**config.mk**
```make
export PLATFORM = sky130hd
export DESIGN_NAME = mode_and_system_control
export DESIGN_NICKNAME = d
export VERILOG_FILES = /design/src/hdl/mode_ctrl_pkg.sv /design/src/hdl/mode_and_system_control.sv
export VERILOG_INCLUDE_DIRS = /design/src /design/src/hdl
export SDC_FILE = /design/constraint.sdc
export NUM_CORES = 1
export LEC_CHECK = 0
export BUFFER_PORTS_ARGS = -buffer_cell sky130_fd_sc_hd__buf_2
export CORE_ASPECT_RATIO = 1.2
export CORE_MARGIN = 4
export CORE_UTILIZATION = 43
export CTS_CLUSTER_SIZE = 8
export DETAILED_ROUTE_END_ITERATION = 10
export PLACE_DENSITY = 0.77
export SYNTH_ARGS = -nofsm -noshare
export SYNTH_HDL_FRONTEND = slang
export SYNTH_SLANG_ARGS = --single-unit
```
**constraint.sdc**
```tcl
create_clock -name clk_sys_in -period 2.1 [get_ports clk_sys_in]
set_input_delay 0 -clock clk_sys_in [delete_from_list [all_inputs] [get_ports clk_sys_in]]
set_output_delay 0 -clock clk_sys_in [all_outputs]
set_load 0.03 [all_outputs]
```
**src/hdl/mode_ctrl_map.svh**
```systemverilog
// Constants for the mode and system control block: register places, fields,
// reset values and settling counts.
// Assumes it is included by bare name from files under hdl/.
`ifndef MODE_CTRL_MAP_SVH
`define MODE_CTRL_MAP_SVH

// ----------------------------------------------------------------------------
// Register indices and address width
// ----------------------------------------------------------------------------
`define IDX_MODE_READBACK   22'h0EE011
`define IDX_SYSTEM_CONFIG   22'h0EE012
`define ADDR_WIDTH          24

// ----------------------------------------------------------------------------
// Field positions in the mode readback and system config registers
// ----------------------------------------------------------------------------
`define RB_FIXED_ONES       2'h3
`define RB_FIXED_ZEROS      3'h0
`define SC_DEEP_STANDBY     7
`define SC_WAIT_HI          6
`define SC_WAIT_LO          4
`define SC_USER_FLAG        3
`define SC_NMI_EDGE         2
`define SC_PIN_HOLD         1
`define SC_RAM_ON           0
`define SC_RESET            8'h09

// ----------------------------------------------------------------------------
// Mode pin codes
// ----------------------------------------------------------------------------
`define MODE_1              3'h1
`define MODE_2              3'h2
`define MODE_3              3'h3
`define MODE_4              3'h4

// ----------------------------------------------------------------------------
// Oscillator settling waits in states (one state is one clock)
// ----------------------------------------------------------------------------
`define WAIT_8K             8192
`define WAIT_16K            16384
`define WAIT_32K            32768
`define WAIT_64K            65536
`define WAIT_128K           131072
`define WAIT_256K           262144
`define WAIT_1K             1024
`define WAIT_CNT_W          19

// ----------------------------------------------------------------------------
// Avalon response codes
// ----------------------------------------------------------------------------
`define RESP_OKAY           2'h0
`define RESP_SLVERR         2'h2

`endif

```
**src/hdl/mode_ctrl_pkg.sv**
```systemverilog
// Types shared by the mode and system control block.
// Assumes nothing beyond a SystemVerilog compiler.
`default_nettype none

package mode_ctrl_pkg;

  // ---------------------------------------------------------------------------
  // Power sequencing states
  // ---------------------------------------------------------------------------
  typedef enum logic [1:0] {
    PWR_RUN     = 2'b00,
    PWR_SLEEP   = 2'b01,
    PWR_STANDBY = 2'b10,
    PWR_SETTLE  = 2'b11
  } power_state_t;

endpackage

`default_nettype wire

```
**src/hdl/mode_and_system_control.sv**
```systemverilog
// Mode decode, mode readback and system configuration registers with the
// power sequencing, NMI edge and exception flag control that they steer.
// Assumes an Avalon-MM master on clk_sys_in, board straps on the mode pins,
// and CPU-side strobes (halt, wake, exception entry) on the same clock.
//
// Function
// - Modes 1,2 reach 1 MB; 3,4 16 MB.
// - Modes 1,3 start 8-bit; 2,4 start 16-bit.
// - Bus 8-bit only when every area 8-bit.
// - Usable modes: ROM off, external access on.
// - Readback bits 7:6 one, 5:3 zero, unwritable.
// - Readback bits 2:0 latch mode pins on read.
// - Standby select: halt sleeps or deep standby.
// - Standby select stays set after wake.
// - Wait field picks settling count on wake.
// - User flag select; resets to one.
// - NMI edge pick: zero falling, one rising.
// - Pin hold: float bus or hold, strobes high.
// - RAM enable; off maps range external.
// - RAM enable reset only, kept through standby.
// - Exception entry sets mask, aux unless user.
`include "mode_ctrl_map.svh"
`default_nettype none

module mode_and_system_control
  import mode_ctrl_pkg::*;
#(
  parameter int WAIT_CODE0 = `WAIT_8K,
  parameter int WAIT_CODE1 = `WAIT_16K,
  parameter int WAIT_CODE2 = `WAIT_32K,
  parameter int WAIT_CODE3 = `WAIT_64K,
  parameter int WAIT_CODE4 = `WAIT_128K,
  parameter int WAIT_CODE5 = `WAIT_256K,
  parameter int WAIT_CODE6 = `WAIT_1K
) (
  input  wire logic                   clk_sys_in,
  input  wire logic                   reset_in,
  input  wire logic [`ADDR_WIDTH-1:0] avs_address_in,
  input  wire logic                   avs_read_in,
  input  wire logic                   avs_write_in,
  input  wire logic [31:0]            avs_writedata_in,
  input  wire logic [3:0]             avs_byteenable_in,
  output var  logic [31:0]            avs_readdata_out,
  output var  logic                   avs_waitrequest_out,
  output var  logic [1:0]             avs_response_out,
  input  wire logic [2:0]             mode_select_pins_in,
  input  wire logic                   nmi_pin_in,
  input  wire logic                   halt_in,
  input  wire logic                   wake_irq_in,
  input  wire logic                   exc_entry_in,
  input  wire logic [7:0]             area_8bit_in,
  output var  logic                   mode_illegal_out,
  output var  logic                   space_16m_out,
  output var  logic                   init_bus_16_out,
  output var  logic                   bus_16_out,
  output var  logic                   rom_enable_out,
  output var  logic                   ext_enable_out,
  output var  logic                   sleep_out,
  output var  logic                   standby_out,
  output var  logic                   settle_out,
  output var  logic                   addr_hold_out,
  output var  logic                   strobe_high_out,
  output var  logic                   bus_float_out,
  output var  logic                   ram_enable_out,
  output var  logic                   user_flag_mode_out,
  output var  logic                   nmi_request_out,
  output var  logic                   set_mask_out,
  output var  logic                   set_aux_out
);

  // ---------------------------------------------------------------------------
  // Functions
  // ---------------------------------------------------------------------------

  // True when a byte address hits the aligned word of a register index.
  function automatic logic hits(input logic [`ADDR_WIDTH-1:0] addr,
                                input logic [21:0]            idx);
    hits = (addr[1:0] == 2'h0) && (addr[`ADDR_WIDTH-1:2] == idx);
  endfunction

  // True for the four mode codes that the part can run in.
  function automatic logic mode_ok(input logic [2:0] code);
    mode_ok = (code == `MODE_1) || (code == `MODE_2) ||
              (code == `MODE_3) || (code == `MODE_4);
  endfunction

  // Settling count for a wait code; the illegal code takes the longest wait.
  function automatic logic [`WAIT_CNT_W-1:0] wait_len(input logic [2:0] code);
    int n;
    n = WAIT_CODE5;
    case (code)
      3'h0: n = WAIT_CODE0;
      3'h1: n = WAIT_CODE1;
      3'h2: n = WAIT_CODE2;
      3'h3: n = WAIT_CODE3;
      3'h4: n = WAIT_CODE4;
      3'h6: n = WAIT_CODE6;
      default: n = WAIT_CODE5;
    endcase
    wait_len = n[`WAIT_CNT_W-1:0];
  endfunction

  // ---------------------------------------------------------------------------
  // Pin synchronisers
  // ---------------------------------------------------------------------------
  logic [2:0] mode_meta_q;
  logic [2:0] mode_sync_q;
  logic       nmi_meta_q;
  logic       nmi_sync_q;
  logic       nmi_last_q;

  // Straps and NMI pass two flops before any logic looks at them.
  always_ff @(posedge clk_sys_in) begin
    if (reset_in) begin
      mode_meta_q <= 3'h0;
      mode_sync_q <= 3'h0;
      nmi_meta_q  <= 1'b1;
      nmi_sync_q  <= 1'b1;
      nmi_last_q  <= 1'b1;
    end else begin
      mode_meta_q <= mode_select_pins_in;
      mode_sync_q <= mode_meta_q;
      nmi_meta_q  <= nmi_pin_in;
      nmi_sync_q  <= nmi_meta_q;
      nmi_last_q  <= nmi_sync_q;
    end
  end

  // ---------------------------------------------------------------------------
  // Avalon slave and registers
  // ---------------------------------------------------------------------------
  logic [7:0]  sys_cfg_q,   sys_cfg_d;
  logic        wait_q,      wait_d;
  logic [31:0] rdata_q,     rdata_d;
  logic [1:0]  resp_q,      resp_d;
  logic        req;
  logic        hit_rb;
  logic        hit_sc;

  assign req    = avs_read_in || avs_write_in;
  assign hit_rb = hits(avs_address_in, `IDX_MODE_READBACK);
  assign hit_sc = hits(avs_address_in, `IDX_SYSTEM_CONFIG);

  // Each request is held one cycle behind waitrequest, then answered; read
  // data lands at the edge that drops waitrequest, the write at the edge that sees it low.
  always_comb begin
    sys_cfg_d  = sys_cfg_q;
    wait_d     = 1'b1;
    rdata_d    = rdata_q;
    resp_d     = resp_q;
    if (req && wait_q) begin
      wait_d  = 1'b0;
      rdata_d = 32'h0000_0000;
      resp_d  = (hit_rb || hit_sc) ? `RESP_OKAY : `RESP_SLVERR;
      if (avs_read_in && hit_rb) begin
        rdata_d    = {24'h00_0000, `RB_FIXED_ONES, `RB_FIXED_ZEROS, mode_sync_q};
      end
      if (avs_read_in && hit_sc) begin
        rdata_d = {24'h00_0000, sys_cfg_q};
      end
    end
    // Readback writes are accepted and dropped; only the config byte lands.
    if (avs_write_in && !wait_q && hit_sc && avs_byteenable_in[0]) begin
      sys_cfg_d = avs_writedata_in[7:0];
    end
  end

  // Register stage for the bus answer and the configuration byte.
  always_ff @(posedge clk_sys_in) begin
    if (reset_in) begin
      sys_cfg_q  <= `SC_RESET;
      wait_q     <= 1'b1;
      rdata_q    <= 32'h0000_0000;
      resp_q     <= `RESP_OKAY;
    end else begin
      sys_cfg_q  <= sys_cfg_d;
      wait_q     <= wait_d;
      rdata_q    <= rdata_d;
      resp_q     <= resp_d;
    end
  end

  // ---------------------------------------------------------------------------
  // Mode decode
  // ---------------------------------------------------------------------------
  logic mode_bad_q,  mode_bad_d;
  logic big_q,       big_d;
  logic init16_q,    init16_d;
  logic bus16_q,     bus16_d;
  logic ext_q,       ext_d;

  // Straps are trusted to hold still outside reset, so decode runs live.
  always_comb begin
    mode_bad_d = !mode_ok(mode_sync_q);
    big_d      = (mode_sync_q == `MODE_3) || (mode_sync_q == `MODE_4);
    init16_d   = (mode_sync_q == `MODE_2) || (mode_sync_q == `MODE_4);
    bus16_d    = !(&area_8bit_in);
    ext_d      = mode_ok(mode_sync_q);
  end

  // Register stage for the decoded mode.
  always_ff @(posedge clk_sys_in) begin
    if (reset_in) begin
      mode_bad_q <= 1'b0;
      big_q      <= 1'b0;
      init16_q   <= 1'b0;
      bus16_q    <= 1'b0;
      ext_q      <= 1'b0;
    end else begin
      mode_bad_q <= mode_bad_d;
      big_q      <= big_d;
      init16_q   <= init16_d;
      bus16_q    <= bus16_d;
      ext_q      <= ext_d;
    end
  end

  // ---------------------------------------------------------------------------
  // Power sequencing
  // ---------------------------------------------------------------------------
  power_state_t            pwr_q,   pwr_d;
  logic [`WAIT_CNT_W-1:0]  count_q, count_d;

  // Halt picks sleep or deep standby; a wake from standby waits for the
  // oscillator before the core runs again.
  always_comb begin
    pwr_d   = pwr_q;
    count_d = count_q;
    unique case (pwr_q)
      PWR_RUN: begin
        if (halt_in) begin
          pwr_d = sys_cfg_q[`SC_DEEP_STANDBY] ? PWR_STANDBY : PWR_SLEEP;
        end
      end
      PWR_SLEEP: begin
        if (wake_irq_in) begin
          pwr_d = PWR_RUN;
        end
      end
      PWR_STANDBY: begin
        if (wake_irq_in) begin
          pwr_d   = PWR_SETTLE;
          count_d = wait_len(sys_cfg_q[`SC_WAIT_HI:`SC_WAIT_LO]);
        end
      end
      PWR_SETTLE: begin
        count_d = count_q - `WAIT_CNT_W'(1);
        if (count_q <= `WAIT_CNT_W'(1)) begin
          pwr_d = PWR_RUN;
        end
      end
    endcase
  end

  // Register stage for the power state.
  always_ff @(posedge clk_sys_in) begin
    if (reset_in) begin
      pwr_q   <= PWR_RUN;
      count_q <= '0;
    end else begin
      pwr_q   <= pwr_d;
      count_q <= count_d;
    end
  end

  // ---------------------------------------------------------------------------
  // Pin behaviour, RAM map and NMI
  // ---------------------------------------------------------------------------
  logic hold_q,   hold_d;
  logic strobe_q, strobe_d;
  logic float_q,  float_d;
  logic ram_q,    ram_d;
  logic nmi_q,    nmi_d;
  logic [2:0] pmode_q, pmode_d;

  // Standby pin handling follows the hold bit; RAM off sends its range out.
  always_comb begin
    hold_d   = (pwr_d == PWR_STANDBY) && sys_cfg_d[`SC_PIN_HOLD];
    strobe_d = hold_d;
    float_d  = (pwr_d == PWR_STANDBY) && !sys_cfg_d[`SC_PIN_HOLD];
    ram_d    = sys_cfg_d[`SC_RAM_ON];
    pmode_d  = {pwr_d == PWR_SLEEP, pwr_d == PWR_STANDBY, pwr_d == PWR_SETTLE};
    nmi_d    = sys_cfg_q[`SC_NMI_EDGE] ? (nmi_sync_q && !nmi_last_q)
                                       : (!nmi_sync_q && nmi_last_q);
  end

  // Register stage for the pin controls.
  always_ff @(posedge clk_sys_in) begin
    if (reset_in) begin
      hold_q   <= 1'b0;
      strobe_q <= 1'b0;
      float_q  <= 1'b0;
      ram_q    <= 1'b1;
      nmi_q    <= 1'b0;
      pmode_q  <= 3'h0;
    end else begin
      hold_q   <= hold_d;
      strobe_q <= strobe_d;
      float_q  <= float_d;
      ram_q    <= ram_d;
      nmi_q    <= nmi_d;
      pmode_q  <= pmode_d;
    end
  end

  // ---------------------------------------------------------------------------
  // Exception flag control
  // ---------------------------------------------------------------------------
  logic mask_q, mask_d;
  logic aux_q,  aux_d;

  // The aux flag is only forced when it serves as a second interrupt mask.
  always_comb begin
    mask_d = exc_entry_in;
    aux_d  = exc_entry_in && !sys_cfg_q[`SC_USER_FLAG];
  end

  // Register stage for the exception strobes.
  always_ff @(posedge clk_sys_in) begin
    if (reset_in) begin
      mask_q <= 1'b0;
      aux_q  <= 1'b0;
    end else begin
      mask_q <= mask_d;
      aux_q  <= aux_d;
    end
  end

  // ---------------------------------------------------------------------------
  // Outputs
  // ---------------------------------------------------------------------------

  // Every output but rom_enable_out, which is tied to zero, is a flop of one of the stages above.
  assign avs_readdata_out    = rdata_q;
  assign avs_waitrequest_out = wait_q;
  assign avs_response_out    = resp_q;
  assign mode_illegal_out    = mode_bad_q;
  assign space_16m_out       = big_q;
  assign init_bus_16_out     = init16_q;
  assign bus_16_out          = bus16_q;
  assign rom_enable_out      = 1'b0 & ext_q; // ROM is never reachable.
  assign ext_enable_out      = ext_q;
  assign sleep_out           = pmode_q[2];
  assign standby_out         = pmode_q[1];
  assign settle_out          = pmode_q[0];
  assign addr_hold_out       = hold_q;
  assign strobe_high_out     = strobe_q;
  assign bus_float_out       = float_q;
  assign ram_enable_out      = ram_q;
  assign user_flag_mode_out  = sys_cfg_q[`SC_USER_FLAG];
  assign nmi_request_out     = nmi_q;
  assign set_mask_out        = mask_q;
  assign set_aux_out         = aux_q;

endmodule

`default_nettype wire

```
---- Word level (Yosys, flattened, before mapping) ----
Index checks and enable logic that the tools add are counted.
cells by class
  add/subtract/negate cells ............... 1
  $lt $le $gt $ge ......................... 1
  equal/unequal tests ..................... 18
  muxes and demuxes ....................... 15
  reduce and logical (&&, ||, !) cells .... 33
operators by type and width
  kind                                                                               number
  19-bit one-hot mux with 6 select lines                                             1
  22-bit by 20-bit equality test with 1-bit output, second input constant            2
  19-bit one-hot mux with 2 select lines                                             1
  19-bit by 1-bit less-or-equal comparator with 1-bit output, second input constant  1
  19-bit two-way mux                                                                 1
  19-bit by 1-bit subtractor with 19-bit output, second input constant               1
  8-bit two-way mux                                                                  2
  2-bit two-way mux                                                                  7
  1-bit logical AND                                                                  13
  3-bit by 2-bit equality test with 1-bit output, second input constant              4
  3-bit equality test, second input constant                                         3
  2-bit equality test, second input constant                                         4
  2-bit one-hot mux with 4 select lines                                              1
  8-bit AND reduction                                                                1
  1-bit logical NOT                                                                  7
  1-bit logical OR                                                                   7
  3-bit by 1-bit equality test with 1-bit output, second input constant              2
  2-bit by 1-bit equality test with 1-bit output, second input constant              2
  2-bit logical NOT                                                                  2
  3-bit logical NOT                                                                  1
  1-bit two-way mux                                                                  2
  2-bit inequality test, second input constant                                       1
  2-bit AND reduction                                                                1
  2-bit nonzero test                                                                 1
storage, ports and cells
  flip-flop bits (word level) ............. 87
  word-level logic and storage cells ...... 92

---- Longest topological paths before layout ----
  depth in word-level cells ............... 7
  gate-level depth with buffers ........... 6
  gate-level depth less buffers ........... 5

---- Worst setup path after synthesis ----
Ideal clock, no wire load.
  path type ............................... reg-to-reg
  from .................................... reg count_q[8]
  to ...................................... reg count_q[18]
  setup time .............................. 74 ps
  arrival time ............................ 1897 ps
  required time ........................... 2026 ps
  setup slack ............................. 128 ps
  cell stages (with the launch flop) ...... 7
  buffers on the path ..................... 2
  period minus slack after synthesis ...... 1972 ps
  cell sequence ........................... dfxtp_1 > or3_1 > buf_2 > or3_1 > clkbuf_2 > or4_1 > a31oi_1
on the way
  longest elaborated chain between the ends .. 2
RTL lines
  what                                           line                            source
  from (decl)                                    mode_and_system_control.sv:222  logic [`WAIT_CNT_W-1:0] count_q, count_d;
  from (signal assigned)                         mode_and_system_control.sv:262  count_q <= count_d;
  19-bit by 1-bit subtractor with 19-bit output  mode_and_system_control.sv:247  count_d = count_q - `WAIT_CNT_W'(1);
  19-bit one-hot mux with 2 select lines         mode_and_system_control.sv:229  unique case (pwr_q)
Every way passes these cells.
A chain may end at the register's enable or synchronous reset.

---- Worst setup path in the final report ----
  from .................................... reg count_q[11]
  to ...................................... reg count_q[18]
The elaborated chain is that of the path after synthesis.

==> summary.md <==
| Metric | Value |
|---|---|
| Vias in the first global route | around 2700 |
| Yosys top cell by area | dfxtp_1 |
| Initial antenna violation count | 0 |
| GPL Wtd Cong | around 0.83 |
| Share of layout cells above drive strength 1 | 0.283 |
| Synthesized cell area | 2920 um2 |
| Total GRT Usage | 0.176 |
| Register area share after synthesis | 0.418 |
| IO buf count | 77 |
| Post-synth top cells | dfxtp_1 (61), nand2_1 (34), buf_4 (28), nor2_1 (25), a21oi_1 (24) |
| Ys async rst share | 0 |
| TNS Setup | 0 ns |
| Largest net degree at the start of global routing | 32 |
| Top cell type's share of synthesized area | 0.418 |
| CTS Buf Count | 9 |
| Area growth, synth to finish | 28.7% |
| CP max-delay cell | or4_1 |
| Power Dens Cells | 714 nW/um2 |
| Std-Cell Rows | 32 |
| Post-Syn Instances | 341 |
| Overflow after GRT | 0 |
| Worst-path cell chain | or4_1, or3_4, or4_1, a31oi_1 |
| CTS max path bufs | 2 |
| CTS Sinks | 61 |
| Area contributors post-synth | dfxtp_1 (42%), buf_4 (7.2%), nand2_1 (4.4%) |
| Clk root buf | clkbuf_8 |
| DRT antenna net count | 0 |
| Iteration-0 DRC Markers | ~190 |
| Outcome | finished, final reports clean |
| CP peak stage delay | roughly 0.54 ns |
| Worst-skew pair later-pin latency | around 0.35 ns |
| Finished Core Util | 0.576 |
| Setup bufs post-CTS | 0 |
| Post-detail-place hpwl | 5050 um |
| Crit-path most repeated cell | or4_1 |
| Routed len/inst | 13.5 um |
| First-pass GRT wire length | between 10000 and 15000 um |
| Die Ht | 98.3 um |
| Avg Inst Size Synth | around 8.6 um2 |
| Overall Power | roughly 0.0027 W |
| Setup WS pre-CTS | between 0.07 and 0.08 ns |
| Number of flops mapped to enable cells by yosys | 0 |
| Fin. Hold Viols | 0 |
| Clock skew | approximately 0.0092 ns |
| IO Count | between 100 and 150 |
| Worst-case vdd ir drop | 0.484 mV |
| Crit path required time | about 2.4 ns |
| Fin. max-slew vios | 0 |
| H-tree levels | 3 |
| Pre-antenna DRT Iters | 4 |
| Critical-path maximum fanout | 8 |
| Most common cell in the synthesized netlist | dfxtp_1 |
| Routed via count | roughly 2800 |
| RSZ-0062 raised after global routing | no |
| Hold/Removal Path Class | in2reg |
| Core area | 6530 um2 |
| Cell variety after synth | 52 |
| Critical path startpoint category | flop |
| Fin crit share | 0.944 |
| Initial core utilization | 0.448 |
| Drt via density | around 5.2 |
| Setup Crit Path Kind | reg2reg |
| Fin crit period | a little under 2 ns |
| Fmax achieved | 0.504 GHz |
| P_leak | 1.56 nW |
| CP arrival | roughly 2.3 ns |
| Slew headroom | 0.218 |
| Yosys warns | 0 |
| Worst-Margin Slew | around 1.2 ns |
| CTS tree | done |
| Die X | roughly 83 um |
| Most used DFF post-synth | dfxtp_1 |
| CP endpoint kind | flop |
| Final worst slack | about 0.12 ns |
| Die ar. | ~8200 um2 |
| Reg clk slew, reported paths | about 0.07 ns |
| Yosys reg bits | 61 |
| Antenna diodes | 0 |
| Drc violations | 0 |
| Nets | roughly 520 |
| Setup Viol. Count Final | 0 |
| Max_cap viols | 0 |
| Routed WL | ~7200 um |
## timing repair
action	4_1_cts	5_1_grt
resized for setup	0	3
hold buffers	18	0
endpoints found under the hold margin	19	0
endpoints found under the setup margin	0	4
## metal layers
| layer | GRT usage | up-vias | wire [um] |
|---|---|---|---|
| met5 | 0 | - | 0 |
| met4 | 0.0881 | 0 | 57 |
| met3 | 0.0464 | 6 | 468 |
| met2 | 0.330 | 102 | 3860 |
| met1 | 0.178 | 1289 | 2780 |
| li1 | - | 1370 | - |
## cells by family after synthesis
family | after synthesis | share of synthesized area
AOI/OAI and AO/OA | 67 | 0.149
xor gates and xnor gates | 2 | 0.00599
adders and majority gates | 2 | 0.00856
buffers and inverters | 49 | 0.0997
DFF | 61 | 0.418
muxes | 13 | 0.0458
other | 1 | 0.00128
and+or+nand+nor | 146 | 0.272
## metrics by stage
stage	cells	cell area, um2	hold slack (ns)
6_report	530	3760	0.0325
5_1_grt	530	3760	0.0530
4_1_cts	530	3740	0.0130
3_5_place_dp	496	3330	0.186
3_3_place_gp	496	3330	0.184
2_1_floorplan	366	3020	0.104
## power breakdown
part / internal, W / switching (W) / total [W]
combinational: 0.0000974 / 0.000177 / 0.000275
clock: 0.000688 / 0.000527 / 0.00121
sequential: 0.00118 / 0.0000144 / 0.00120
## cells in the final DEF (no fill, tap or decap), drive strengths merged, types with 3 or more instances in the layout
cell / Yosys / final
o21ai: 7 / 7
nand2: 34 / 34
nand4: 9 / 9
a21oi: 24 / 24
or3: 10 / 10
a211oi: 3 / 3
nor2: 25 / 25
mux2i: 10 / 10
o211ai: 9 / 9
nand3b: 6 / 6
mux2: 3 / 3
a31oi: 6 / 6
inv: 5 / 8
conb: 1 / 26
nor3: 4 / 4
or4: 7 / 7
dfxtp: 61 / 61
nand3: 13 / 13
buf: 33 / 89
dlygate4sd3: 0 / 18
clkbuf: 11 / 9
nand2b: 8 / 8
nor2b: 8 / 8
o31ai: 3 / 3
nor4: 5 / 5
or2: 6 / 6
## path summary, 6_finish.rpt
| kind | slack (ns) | to | from | cells past startpoint |
|---|---|---|---|---|
| worst min register to register | 0.41 | nmi_sync_q | nmi_meta_q | 1 |
| worst min-delay path | 0.03 | pwr_q[0] | reset_in | 2 |
| worst max-delay path | 0.12 | count_q[18] | count_q[11] | 4 |
| worst max register to register | 0.12 | count_q[18] | count_q[11] | 4 |
## registers in the layout (all words and copies together), names as in the netlist, 2 cells and up
register,count
avs_readdata_out,8
mode_sync_q,3
pwr_q,2
mode_meta_q,3
count_q,19
sys_cfg_q,8
pmode_q,3
## area by class of cell
type	instances	area, um2
inverters	5	18.8
clock inverters	7	106
clock buffers	9	124
repair buffers	107	656
well taps	85	106
flip-flops and latches	61	1220
multi-input cells	256	1530
fillers	555	2760
## critical path: cells and delay by family (launching register included)
family | cells | cell delay (ns)
DFF | 1 | 0.34
and+or+nand+nor | 3 | 1.40
AOI/OAI and AO/OA | 1 | 0.16
No activity file was read; power rests on OpenSTA's default activity.
